File: config.mk
export PLATFORM = sky130hd
export DESIGN_NAME = adcot_top
export DESIGN_NICKNAME = d
export VERILOG_FILES = /design/src/adcot_pkg.sv /design/src/adcot_fifo.sv /design/src/adcot_top.sv
export SDC_FILE = /design/constraint.sdc
export NUM_CORES = 1
export LEC_CHECK = 0
export ABC_AREA = 1
export BUFFER_PORTS_ARGS = -buffer_cell sky130_fd_sc_hd__buf_2
export CORE_MARGIN = 4
export CORE_UTILIZATION = 50
export DETAILED_ROUTE_END_ITERATION = 10
export PLACE_DENSITY = 0.76
export SYNTH_ARGS = -nofsm -noshare
export SYNTH_HDL_FRONTEND = slang
export SYNTH_SLANG_ARGS = --single-unit
File: constraint.sdc
create_clock -name clk_i -period 2.9 [get_ports clk_i]
set_input_delay 0.87 -clock clk_i [delete_from_list [all_inputs] [get_ports clk_i]]
set_output_delay 0.87 -clock clk_i [all_outputs]
set_load 0.005 [all_outputs]
File: src/adcot_pkg.sv
/*
 Shared constants and types for the converter output test block: register
 offsets, reset values, test pattern codes, generator seeds and carriers.
 Assumes a single encode clock domain and an 8-bit register file.
*/
package adcot_pkg;
    localparam int ADDR_W = 13;
    localparam int SMP_W = 14;
    localparam logic [12:0] OFS_TEST_SEL = 13'h000D;
    localparam logic [12:0] OFS_BIST_CTL = 13'h000E;
    localparam logic [12:0] OFS_FORMAT = 13'h0014;
    localparam logic [12:0] OFS_SWING = 13'h0015;
    localparam logic [12:0] OFS_USER_FIRST = 13'h0019;
    localparam logic [12:0] OFS_USER_LAST = 13'h0020;
    localparam logic [12:0] OFS_PLL_RATE = 13'h0021;
    localparam logic [12:0] OFS_SIG_LOW = 13'h0024;
    localparam logic [12:0] OFS_SIG_HIGH = 13'h0025;
    localparam logic [12:0] OFS_LINK_TEST = 13'h0062;
    localparam logic [7:0] RST_TEST_SEL = 8'h00;
    localparam logic [7:0] RST_BIST_CTL = 8'h00;
    localparam logic [7:0] RST_FORMAT = 8'h01;
    localparam logic [7:0] RST_SWING = 8'h00;
    localparam logic [7:0] RST_PLL_RATE = 8'h08;
    localparam logic [7:0] RST_LINK_TEST = 8'h00;
    localparam int FMT_INV_BIT = 2;
    localparam int PLL_RATE_BIT = 3;
    localparam int BIST_EN_BIT = 0;
    localparam int BIST_RESTART_BIT = 2;
    localparam int PN_LONG_RST_BIT = 4;
    localparam int PN_SHORT_RST_BIT = 5;
    localparam logic [1:0] FMT_OFFSET = 2'h0;
    localparam logic [1:0] FMT_TWOS = 2'h1;
    localparam logic [1:0] FMT_GRAY = 2'h2;
    localparam logic [3:0] TP_OFF = 4'h0;
    localparam logic [3:0] TP_MID = 4'h1;
    localparam logic [3:0] TP_POS_FS = 4'h2;
    localparam logic [3:0] TP_NEG_FS = 4'h3;
    localparam logic [3:0] TP_CHECKER = 4'h4;
    localparam logic [3:0] TP_PN_LONG = 4'h5;
    localparam logic [3:0] TP_PN_SHORT = 4'h6;
    localparam logic [3:0] TP_TOGGLE = 4'h7;
    localparam logic [3:0] TP_USER = 4'h8;
    localparam logic [3:0] TP_RAMP = 4'hF;
    localparam logic [13:0] WORD_MID = 14'h0000;
    localparam logic [13:0] WORD_POS_FS = 14'h1FFF;
    localparam logic [13:0] WORD_NEG_FS = 14'h2000;
    localparam logic [13:0] WORD_CHECK_1 = 14'h2AAA;
    localparam logic [13:0] WORD_CHECK_2 = 14'h1555;
    localparam logic [13:0] WORD_ONES = 14'h3FFF;
    localparam logic [22:0] SEED_SHORT = 23'h00_0092;
    localparam logic [22:0] SEED_LONG = 23'h00_3AFF;
    localparam int SHORT_LEN = 9;
    localparam int SHORT_TAP = 5;
    localparam int LONG_LEN = 23;
    localparam int LONG_TAP = 18;
    localparam logic [9:0] BIST_CYCLES = 10'h0200;
    localparam logic [1:0] TAIL_BITS = 2'h0;
    localparam logic [4:0] INSTR_BITS = 5'h10;
    localparam logic [4:0] FRAME_BITS = 5'h18;

    typedef struct packed {
        logic [13:0] word;
        logic [22:0] state;
    } adcot_prbs_s;
endpackage

File: src/adcot_fifo.sv
/*
 Synchronous word FIFO with valid and ready on both sides.
 Assumes one clock; depth must be a power of two of at least two.
*/
module adcot_fifo
    import adcot_pkg::*;
#(
    parameter int WIDTH = 14,
    parameter int DEPTH = 8
)
(
    input wire logic clk_i,
    input wire logic arst_n_i,
    input wire logic in_valid_i,
    output logic in_ready_o,
    input wire logic [WIDTH-1:0] in_data_i,
    output logic out_valid_o,
    input wire logic out_ready_i,
    output logic [WIDTH-1:0] out_data_o
);
    localparam int AW = $clog2(DEPTH);

    if (DEPTH < 2 || (1 << AW) != DEPTH)
    begin : g_chk
        $error("FIFO depth must be a power of two of at least two.");
    end

    logic [WIDTH-1:0] mem_r [DEPTH];
    logic [AW-1:0] wptr_r;
    logic [AW-1:0] rptr_r;
    logic [AW:0] count_r;
    logic [AW:0] count_nxt;
    logic ready_r;
    logic push;
    logic pop;

    // Ready is registered so that the block's ready pin comes straight from a flip-flop.
    assign in_ready_o = ready_r;
    assign count_nxt = count_r + (AW + 1)'(push) - (AW + 1)'(pop);
    assign out_valid_o = count_r != '0;
    assign out_data_o = mem_r[rptr_r];
    assign push = in_valid_i && in_ready_o;
    assign pop = out_valid_o && out_ready_i;

    always_ff @(posedge clk_i)
    begin
        if (push)
        begin
            mem_r[wptr_r] <= in_data_i;
        end
    end

    always_ff @(posedge clk_i or negedge arst_n_i)
    begin
        if (!arst_n_i)
        begin
            wptr_r <= '0;
            rptr_r <= '0;
            count_r <= '0;
            ready_r <= 1'b1;
        end
        else
        begin
            wptr_r <= wptr_r + AW'(push);
            rptr_r <= rptr_r + AW'(pop);
            count_r <= count_nxt;
            ready_r <= count_nxt != (AW + 1)'(DEPTH);
        end
    end
endmodule

File: src/adcot_top.sv
/*
 Output formatting, test patterns and self-test of one converter channel,
 with the serial register port and the octet stream toward the link.
 Assumes all pins but the asynchronous reset are synchronous to the encode clock and sampled by it.
*/
module adcot_top
    import adcot_pkg::*;
#(
    parameter int FIFO_DEPTH = 8
)
(
    input wire logic clk_i,
    input wire logic arst_n_i,
    input wire logic [13:0] sample_bits_i,
    input wire logic sample_valid_i,
    output logic sample_ready_o,
    output logic [7:0] octet_o,
    output logic octet_valid_o,
    input wire logic octet_ready_i,
    input wire logic spi_sclk_i,
    input wire logic spi_csb_n_i,
    input wire logic spi_sdio_i,
    output logic spi_sdio_o,
    output logic spi_sdio_oe_o,
    output logic pll_high_rate_o,
    output logic [7:0] driver_swing_o,
    output logic bist_busy_o
);
    typedef struct packed {
        logic [7:0] tsel;
        logic [7:0] bctl;
        logic [7:0] fmt;
        logic [7:0] swing;
        logic [7:0] pll;
        logic [7:0] ltst;
        logic [7:0][7:0] user;
        logic [15:0] sig;
        logic [22:0] bist_lfsr;
        logic [9:0] bist_cnt;
        logic [22:0] ps;
        logic [22:0] pl;
        logic phase;
        logic [13:0] ramp;
        logic sclk_q;
        logic [4:0] bitcnt;
        logic [15:0] ish;
        logic rd;
        logic [12:0] addr;
        logic [7:0] dsh;
        logic [7:0] osh;
        logic sdo;
        logic sdo_oe;
        logic [7:0] oct;
        logic ovld;
        logic half;
        logic [7:0] low;
    } adcot_state_s;

    adcot_state_s st_r;
    adcot_state_s st_nxt;
    logic fifo_in_valid;
    logic fifo_in_ready;
    logic [13:0] fifo_in_data;
    logic fifo_out_valid;
    logic fifo_out_ready;
    logic [13:0] fifo_out_data;

    // Advances a Fibonacci generator by fourteen bits, oldest bit in the MSB.
    // The bit shifted out is sent, so a fresh short generator starts with its seed bits and the long one with them inverted.
    function automatic adcot_prbs_s prbs14(input logic [22:0] s, input int len, input int tap,
                                           input logic inv);
        adcot_prbs_s r;
        logic fb;
        r.state = s;
        r.word = '0;
        for (int i = 0; i < SMP_W; i++)
        begin
            fb = r.state[len-1] ^ r.state[tap-1];
            r.word = {r.word[12:0], r.state[len-1] ^ inv};
            r.state = {r.state[21:0], fb};
            if (len < LONG_LEN)
            begin
                r.state[22:SHORT_LEN] = '0;
            end
        end
        return r;
    endfunction

    // Recodes a twos complement word into the selected output format.
    function automatic logic [13:0] recode(input logic [13:0] w, input logic [1:0] mode);
        logic [13:0] ob;
        ob = {~w[13], w[12:0]};
        case (mode)
            FMT_OFFSET: return ob;
            FMT_GRAY: return ob ^ (ob >> 1);
            default: return w;
        endcase
    endfunction

    // Pattern word for a test code; reports whether the format applies to it.
    function automatic logic [14:0] pattern(input logic [3:0] code, input logic ph,
                                            input logic [13:0] ramp, input logic [13:0] pnl,
                                            input logic [13:0] pns, input logic [63:0] usr);
        case (code)
            TP_MID: return {1'b1, WORD_MID};
            TP_POS_FS: return {1'b1, WORD_POS_FS};
            TP_NEG_FS: return {1'b1, WORD_NEG_FS};
            TP_CHECKER: return {1'b0, ph ? WORD_CHECK_2 : WORD_CHECK_1};
            TP_PN_LONG: return {1'b1, pnl};
            TP_PN_SHORT: return {1'b1, pns};
            TP_TOGGLE: return {1'b0, ph ? 14'h0000 : WORD_ONES};
            TP_USER: return {1'b1, ph ? {usr[31:24], usr[23:18]} : {usr[15:8], usr[7:2]}};
            TP_RAMP: return {1'b0, ramp};
            default: return {1'b1, WORD_MID};
        endcase
    endfunction

    // Register read mux; unmapped and open locations read as zero.
    function automatic logic [7:0] reg_read(input adcot_state_s s, input logic [12:0] a);
        if (a >= OFS_USER_FIRST && a <= OFS_USER_LAST)
        begin
            return s.user[3'(a - OFS_USER_FIRST)];
        end
        case (a)
            OFS_TEST_SEL: return s.tsel;
            OFS_BIST_CTL: return s.bctl;
            OFS_FORMAT: return s.fmt;
            OFS_SWING: return s.swing;
            OFS_PLL_RATE: return s.pll;
            OFS_SIG_LOW: return s.sig[7:0];
            OFS_SIG_HIGH: return s.sig[15:8];
            OFS_LINK_TEST: return s.ltst;
            default: return 8'h00;
        endcase
    endfunction

    always_comb
    begin
        adcot_prbs_s gl;
        adcot_prbs_s gs;
        adcot_prbs_s gb;
        logic [14:0] tp;
        logic [14:0] lp;
        logic [13:0] w;
        logic take;
        logic bist_on;
        logic rise;
        logic fall;
        logic [4:0] bc;
        st_nxt = st_r;
        gl = prbs14(st_r.pl, LONG_LEN, LONG_TAP, 1'b1);
        gs = prbs14(st_r.ps, SHORT_LEN, SHORT_TAP, 1'b0);
        gb = prbs14(st_r.bist_lfsr, SHORT_LEN, SHORT_TAP, 1'b0);
        bist_on = st_r.bctl[BIST_EN_BIT];
        take = sample_valid_i && fifo_in_ready;

        // Datapath: source, then format and inversion, then late link patterns.
        tp = pattern(st_r.tsel[3:0], st_r.phase, st_r.ramp,
                     st_r.tsel[PN_LONG_RST_BIT] ? SEED_LONG[13:0] : gl.word,
                     st_r.tsel[PN_SHORT_RST_BIT] ? SEED_SHORT[13:0] : gs.word,
                     st_r.user);
        if (bist_on)
        begin
            w = recode(gb.word, st_r.fmt[1:0]);
        end
        else if (st_r.tsel[3:0] != TP_OFF)
        begin
            w = tp[14] ? recode(tp[13:0], st_r.fmt[1:0]) : tp[13:0];
        end
        else
        begin
            w = recode(sample_bits_i, st_r.fmt[1:0]);
        end
        if (st_r.fmt[FMT_INV_BIT])
        begin
            w = ~w;
        end
        lp = pattern(st_r.ltst[3:0], st_r.phase, st_r.ramp, gl.word, gs.word, st_r.user);
        if (st_r.ltst[3:0] != TP_OFF)
        begin
            w = lp[13:0];
        end
        fifo_in_valid = sample_valid_i;
        fifo_in_data = w;

        if (take)
        begin
            st_nxt.phase = !st_r.phase;
            st_nxt.ramp = st_r.ramp + 14'h0001;
            st_nxt.pl = gl.state;
            st_nxt.ps = gs.state;
            if (bist_on)
            begin
                st_nxt.bist_lfsr = gb.state;
                st_nxt.sig = {st_r.sig[14:0], st_r.sig[15] ^ st_r.sig[12]} ^ {2'b00, w};
                st_nxt.bist_cnt = st_r.bist_cnt + 10'h001;
                if (st_r.bist_cnt == BIST_CYCLES - 10'h001)
                begin
                    st_nxt.bctl[BIST_EN_BIT] = 1'b0;
                end
            end
        end
        if (st_r.tsel[PN_LONG_RST_BIT])
        begin
            st_nxt.pl = SEED_LONG;
        end
        if (st_r.tsel[PN_SHORT_RST_BIT])
        begin
            st_nxt.ps = SEED_SHORT;
        end

        // Serial register port, sampled on the encode clock.
        st_nxt.sclk_q = spi_sclk_i;
        rise = spi_sclk_i && !st_r.sclk_q;
        fall = !spi_sclk_i && st_r.sclk_q;
        bc = st_r.bitcnt;
        if (spi_csb_n_i)
        begin
            st_nxt.bitcnt = '0;
            st_nxt.sdo_oe = 1'b0;
        end
        else if (rise)
        begin
            if (bc < INSTR_BITS)
            begin
                st_nxt.ish = {st_r.ish[14:0], spi_sdio_i};
                st_nxt.bitcnt = bc + 5'h01;
                if (bc == INSTR_BITS - 5'h01)
                begin
                    st_nxt.rd = st_r.ish[14];
                    st_nxt.addr = {st_r.ish[11:0], spi_sdio_i};
                    st_nxt.osh = reg_read(st_r, {st_r.ish[11:0], spi_sdio_i});
                end
            end
            else
            begin
                st_nxt.dsh = {st_r.dsh[6:0], spi_sdio_i};
                st_nxt.bitcnt = (bc == FRAME_BITS - 5'h01) ? INSTR_BITS : bc + 5'h01;
                if (bc == FRAME_BITS - 5'h01)
                begin
                    st_nxt.addr = st_r.addr - 13'h0001;
                    st_nxt.osh = reg_read(st_r, st_r.addr - 13'h0001);
                    if (!st_r.rd)
                    begin
                        case (st_r.addr)
                            OFS_TEST_SEL: st_nxt.tsel = {st_r.dsh[6:0], spi_sdio_i};
                            OFS_BIST_CTL:
                            begin
                                st_nxt.bctl = {st_r.dsh[6:0], spi_sdio_i};
                                st_nxt.bist_cnt = '0;
                                if (spi_sdio_i && st_r.dsh[BIST_RESTART_BIT - 1])
                                begin
                                    st_nxt.bist_lfsr = SEED_SHORT;
                                    st_nxt.sig = '0;
                                end
                            end
                            OFS_FORMAT: st_nxt.fmt = {st_r.dsh[6:0], spi_sdio_i};
                            OFS_SWING: st_nxt.swing = {st_r.dsh[6:0], spi_sdio_i};
                            OFS_PLL_RATE: st_nxt.pll = {st_r.dsh[6:0], spi_sdio_i};
                            OFS_LINK_TEST: st_nxt.ltst = {st_r.dsh[6:0], spi_sdio_i};
                            default:
                            begin
                                if (st_r.addr >= OFS_USER_FIRST && st_r.addr <= OFS_USER_LAST)
                                begin
                                    st_nxt.user[3'(st_r.addr - OFS_USER_FIRST)] =
                                        {st_r.dsh[6:0], spi_sdio_i};
                                end
                            end
                        endcase
                    end
                end
            end
        end
        else if (fall && bc >= INSTR_BITS && st_r.rd)
        begin
            st_nxt.sdo = st_r.osh[7];
            st_nxt.osh = {st_r.osh[6:0], 1'b0};
            st_nxt.sdo_oe = 1'b1;
        end

        // Octet serializer: high octet first, then low bits and tail.
        fifo_out_ready = 1'b0;
        if (!st_r.ovld || octet_ready_i)
        begin
            st_nxt.ovld = 1'b0;
            if (st_r.half)
            begin
                st_nxt.oct = st_r.low;
                st_nxt.ovld = 1'b1;
                st_nxt.half = 1'b0;
            end
            else if (fifo_out_valid)
            begin
                fifo_out_ready = 1'b1;
                st_nxt.oct = fifo_out_data[13:6];
                st_nxt.low = {fifo_out_data[5:0], TAIL_BITS};
                st_nxt.ovld = 1'b1;
                st_nxt.half = 1'b1;
            end
        end
    end

    // The whole state resets together so no generator starts mid-sequence.
    always_ff @(posedge clk_i or negedge arst_n_i)
    begin
        if (!arst_n_i)
        begin
            st_r <= '0;
            st_r.tsel <= RST_TEST_SEL;
            st_r.bctl <= RST_BIST_CTL;
            st_r.fmt <= RST_FORMAT;
            st_r.swing <= RST_SWING;
            st_r.pll <= RST_PLL_RATE;
            st_r.ltst <= RST_LINK_TEST;
            st_r.bist_lfsr <= SEED_SHORT;
            st_r.ps <= SEED_SHORT;
            st_r.pl <= SEED_LONG;
        end
        else
        begin
            st_r <= st_nxt;
        end
    end

    adcot_fifo #(
        .WIDTH(SMP_W),
        .DEPTH(FIFO_DEPTH)
    ) u_fifo (
        .clk_i(clk_i),
        .arst_n_i(arst_n_i),
        .in_valid_i(fifo_in_valid),
        .in_ready_o(fifo_in_ready),
        .in_data_i(fifo_in_data),
        .out_valid_o(fifo_out_valid),
        .out_ready_i(fifo_out_ready),
        .out_data_o(fifo_out_data)
    );

    assign sample_ready_o = fifo_in_ready;
    assign octet_o = st_r.oct;
    assign octet_valid_o = st_r.ovld;
    assign spi_sdio_o = st_r.sdo;
    assign spi_sdio_oe_o = st_r.sdo_oe;
    assign pll_high_rate_o = st_r.pll[PLL_RATE_BIT];
    assign driver_swing_o = st_r.swing;
    assign bist_busy_o = st_r.bctl[BIST_EN_BIT];
endmodule
# Word-level counts from Yosys, hierarchy flattened

Memories as Yosys holds them, arrays and structs flattened.
Index checks and enable logic that the tools add are counted.
W data, S select, Z words.

Register bits: 289
Memory bits (writable): 112
Bits of input ports: 21
Output and inout port bits: 22
Logic and storage cells: 307
Memories kept: 1

Memories:

| name         | depth | width | read ports | clocked after Yosys merged registers in | wr ports | line             | RTL |
|---|---|---|---|---|---|---|---|
| u_fifo.mem_r | 8     | 14    | 1          | 0                                       | 1        | adcot_fifo.sv:28 | `logic [WIDTH-1:0] mem_r [DEPTH];` |

Add/sub/neg operators: 11
Magnitude comparators: 12
Equal/unequal tests: 47
Multiplexer cells: 82
Bitwise gates (word level): 71
Reduce and logical (&&, ||, !) cells: 44

Operators with widths:

| cell                  | count |
|---|---|
| $mux W146             | 5 |
| $mux W14              | 11 |
| $mux W64              | 2 |
| $mux W8               | 16 |
| $pmux W8 S8           | 2 |
| $pmux W15 S8          | 1 |
| $pmux W14 S8          | 1 |
| $mux W110             | 1 |
| $mux W49              | 2 |
| $eq A13 B6 Y1 const B | 7 |
| $pmux W14 S2          | 3 |
| $eq A13 B4 Y1 const B | 6 |
| $eq A13 B5 Y1 const B | 6 |
| $bwmux W64            | 1 |
| $bmux W8 S3           | 2 |
| $mux W43              | 1 |
| $xor A1 B1 Y1         | 43 |
| $xor A14 B13 Y14      | 3 |
| $eq A13 B7 Y1 const B | 3 |
| $ge A13 B5 Y1 const B | 3 |
| $le A13 B6 Y1 const B | 3 |
| $mux W39              | 1 |
| $reduce_and A6 Y1     | 6 |
| $eq A4 B3 Y1 const B  | 8 |
| 46 further kinds      | 130 |

# Longest topological paths before layout

Word-level depth: 22
Depth in mapped cells: 21
Mapped depth without buffers: 20

# By module

A second synthesis with hierarchy kept.

Cell total of the unflattened synthesis: 3057
Area, all modules: 22889.5 um2

Modules (own cells, without submodules):

| module     | times used | cells each | area each (um2) | seq. area each (um2) |
|---|---|---|---|---|
| adcot_top  | 1          | 2506       | 17418.0         | 6581.3 |
| adcot_fifo | 1          | 551        | 5471.5          | 3639.7 |

# Worst setup path before layout

OpenSTA, ideal clock, no wires.

Path kind: input-to-reg
Start: in spi_sdio_i
End: reg st_r[25] (netlist bit)
Library setup time: 0.122 ns
Arrival time: 3.026 ns
Required time: 2.778 ns
Slack: -0.247 ns
Stages: 15
Buffers on the path: 4
Cell sequence: inv_2 > clkbuf_1 > clkbuf_1 > ha_1 > clkbuf_1 > clkinv_1 > clkbuf_1 > a21oi_1 > o21ai_0 > nand2_1 > mux2_2 > nand2_1 > a31oi_1 > nand2_1 > a21oi_2

Cells in the longest elaborated chain, start to end: 11
Elaborated cells on any way between the ends: 25
Classes of those cells: 1 x add/sub; 2 x order compare; 8 x eq/ne; 13 x mux; 1 x reduce/logical

Ends and longest elaborated chain:

| item                                           | line             | RTL |
|---|---|---|
| from (decl)                                    | adcot_top.sv:22  | `input wire logic spi_sdio_i,` |
| $ge A13 B5 Y1 or $le A13 B6 Y1 (tied branches) | adcot_top.sv:120 | `if (a >= OFS_USER_FIRST && a <= OFS_USER_LAST)` |
| $logic_and A1 B1 Y1                            | adcot_top.sv:120 |  |
| $mux W1                                        | adcot_top.sv:120 |  |
| $mux W1                                        | adcot_top.sv:228 | `if (bc == INSTR_BITS - 5'h01)` |
| $mux W1                                        | adcot_top.sv:224 | `if (bc < INSTR_BITS)` |
| $mux W1                                        | adcot_top.sv:222 | `else if (rise)` |
| $mux W1                                        | adcot_top.sv:217 | `if (spi_csb_n_i)` |
| $mux W8 (*)                                    | adcot_top.sv:124 | `case (a)` |
| $mux W8 (*)                                    | adcot_top.sv:228 |  |
| $mux W8 (*)                                    | adcot_top.sv:224 |  |
| $mux W8 (*)                                    | adcot_top.sv:222 |  |
| to (signal assigned)                           | adcot_top.sv:321 | `st_r <= st_nxt;` |
| to (decl)                                      | adcot_top.sv:59  | `adcot_state_s st_r;` |

Mark *: on every way between the ends. The rest lies on a longest branch, timed or not. The select of a mux whose other input is x is not followed.
A chain may end at the register's enable or synchronous reset.

# Worst setup path after layout

Start: reg st_r[36] (netlist bit)
End: reg st_r[22] (netlist bit)

Cells in the longest elaborated chain, start to end: 12
Elaborated cells on any way between the ends: 26
Classes of those cells: 2 x add/sub; 2 x order compare; 8 x eq/ne; 13 x mux; 1 x reduce/logical

Ends and longest elaborated chain:

| item                                           | line             | RTL |
|---|---|---|
| $sub A13 B1 Y13 (*)                            | adcot_top.sv:242 | `st_nxt.osh = reg_read(st_r, st_r.addr - 13'h0001);` |
| $ge A13 B5 Y1 or $le A13 B6 Y1 (tied branches) | adcot_top.sv:120 |  |
| $logic_and A1 B1 Y1                            | adcot_top.sv:120 |  |
| $mux W1                                        | adcot_top.sv:120 |  |
| $mux W1                                        | adcot_top.sv:239 | `if (bc == FRAME_BITS - 5'h01)` |
| $mux W1                                        | adcot_top.sv:224 |  |
| $mux W1                                        | adcot_top.sv:222 |  |
| $mux W1                                        | adcot_top.sv:217 |  |
| $mux W8 (*)                                    | adcot_top.sv:124 |  |
| $mux W8 (*)                                    | adcot_top.sv:239 |  |
| $mux W8 (*)                                    | adcot_top.sv:224 |  |
| $mux W8 (*)                                    | adcot_top.sv:222 |  |

Marked as above.

==> results by group <==
Run status
  • Status: completed

STA
  • Final Skew: 33.39 ps
  • Max-slew headroom: 16.75%
  • Max Fclk: 0.3619 GHz
  • Final min period: 2763 ps
  • Final hold viol count: 0
  • Worst slew pin tran: 1237 ps
  • # setup viols final: 0
  • Max-slew violations: 0
  • Crit share post-route: 95.28%
  • WHS: 240.5 ps

Worst setup path
  • Crit Path Class: register to register
  • Crit. End Element: register
  • Required time worst endpoint: 3410 ps
  • Max FO, Critical Path: 10
  • Crit start category: register
  • R2R Setup Slk: 140 ps
  • Critical path data arrival time: 3270 ps

Clock tree
  • Htree depth: 2
  • Number of CTS-inserted buffers: 43
  • Root Driver: clkbuf_16
  • CTS tree: yes
  • Worst skew pair latency: 590 ps
  • Post-CTS Hold Buffers: 0
  • Max clock buf depth: 3
  • TritonCTS Sinks: 385
  • CTS clk-pin slew, worst paths: 70 ps

Layout
  • Layout cells sized above 1: 13.82%
  • Inserted Diodes: 0
  • Most frequent cells in the layout: 591 x nand2_1, 328 x inv_1, 282 x nor2_1
  • Area Growth Syn to Fin: 15.27%
  • Most common cell after layout, fill and taps aside: nand2_1
  • Fin util: 58.29%
  • Fin nets: 3021

Power
  • P_leak: 11.55 nW
  • Worst VDD drop: 0.0008381 V
  • Power density over cell area: 665.4 nW/um^2

Yosys
  • Main synth FF type: dfrtp_1
  • Synth area leaders: dfrtp_1 28%, edfxtp_1 15%, nand2_1 10%
  • Post-synth top area cell: dfrtp_1
  • Yosys top cell area share: 28.26%
  • Sequential element share of the synthesized area: 45.81%
  • Syn Nets: 2892
  • Share of flip-flops with an asynchronous set or reset: 70.91%
  • Post-synth EDFFs: 112
  • Syn avg cell area: 7.834 sq um
  • Synthesis Warnings: 0
  • Gate Count Post-Synth: 2848
  • Synth Register Bits: 385
  • Netlist Area Pre-Place: 22310 sq um
  • Library cells used by synthesis: 61

Placed design
  • Placer Congestion: 1.009
  • PortBufs: 42
  • HPWL after DPL: 53.12 mm

Floorplan
  • Die Span X: 219.2 microns
  • Die height: 219.2 microns
  • Total Die Area: 48070 sq um
  • Initial Util: 50.57%
  • FP Rows: 77
  • I/O pin cnt: 43
  • Core area: 44120 sq um

Min path
  • Worst min path class: input pin to asynchronous set/reset pin

Route
  • DRT antenna net count: 0
  • DR iter-0 viols: 2418
  • Via count: 20900
  • Drc violations: 0
  • Routed vias/inst: 5.800
  • Avg WL per Cell: 19.98 microns
  • Initial DRT Pass Iterations: 7
  • Post-Route WL: 71.99 mm

Global route
  • Initial antenna violation count: 1
  • Most Crowded Layer GR: met2
  • First-pass GRT wire length: 112.3 mm
  • Number of global-route vias before repair: 19920
  • GRT Overall Usage: 29.84%
  • Met3 usage: 5.345%
  • Largest net degree at the start of global routing: 66
  • GRT overflow: 0
  • M1 GR Usage: 41.78%
  • GR met2 Demand/Resource: 47.11%

Flow run
  • Max-cap violations: 0
## path summary, 6_finish.rpt
kind                                endpoint  cells after the start       start
max                                 st_r[22]                     16    st_r[36]
min in group clk_i                  st_r[71]                      1  spi_sclk_i
min reg2reg                          st_r[5]                      2     st_r[5]
max reg2reg                         st_r[22]                     16    st_r[36]
min                        u_fifo.count_r[1]                      1    arst_n_i
max in group asynchronous           st_r[39]                      2    arst_n_i
## what timing repair did
item,4_1_cts,5_1_grt
endpoints found under the hold margin,0,0
resized for setup,0,30
setup endpoints to repair,0,126
setup buffers,0,1
## cell type report
type	count	area, sq um
well taps	592	740.7
flip-flops and latches	385	10230
fillers	4082	18410
repair buffers	209	1599
multi-input cells	1979	10250
clock inverters	26	379.1
inverters	359	1353
clock buffers	53	1165
## stage by stage
step	power, mW	setup TNS [ps]	area, sq um	cells	worst slack [ps]
2_1_floorplan	9.711	0	22320	2848	5.966
4_1_cts	17.13	0	25630	3602	79.30
5_1_grt	17.94	-126.8	25720	3603	-25.82
3_3_place_gp	11.00	-101.8	24080	3523	-101.8
6_report	17.11	0	25720	3603	136.9
3_5_place_dp	11.17	-82.00	24080	3523	-82.00
## critical path, cell delays in order (launching register included)
cell and delay, ps:
dfrtp_1 380, inv_2 70, buf_4 180, ha_1 360
inv_1 150, nor2_2 180, inv_2 100, o211ai_1 190
nand3_2 100, nor2_2 150, nor2_4 60, buf_12 150
a21oi_4 220, nand2_1 110, nand2_1 100, nand2_1 70
a21oi_2 110
## cell families after synthesis
group,after synthesis,synth area share [%]
adders and majority gates,23,1.323
AOI/OAI and AO/OA,615,16.00
xor gates and xnor gates,52,2.041
muxes,34,1.581
buffers and inverters,484,8.546
DFF,385,45.81
and+or+nand+nor,1255,24.70
## report_power, final
| part | internal (mW) | total, mW | switching [mW] |
|---|---|---|---|
| registers | 6.46 | 7.05 | 0.592 |
| logic | 1.45 | 4.12 | 2.67 |
| clock network | 3.60 | 5.95 | 2.35 |
| total | 11.5 | 17.1 | 5.61 |
## synthesized netlist by cell type (22+ instances only)
cell and instances:
nand2_1 599, inv_1 330, nor2_1 289, o21ai_0 272, dfrtp_1 252, nand3_1 233, a21oi_1 145, edfxtp_1 112
clkbuf_1 85, o22ai_1 57, nor3_1 34, o221ai_1 29, xor2_1 28, mux2i_1 24, xnor2_1 24, nand4_1 23
ha_1 22
## metal layers
layer	up-vias	wire length [microns]	part of all wire, %
li1	9805	-	-
met1	9890	30440	42
met2	1044	32460	45
met3	158	6465	9.0
met4	0	2631	3.7
met5	-	0	0
No activity file was read; power rests on OpenSTA's default activity.
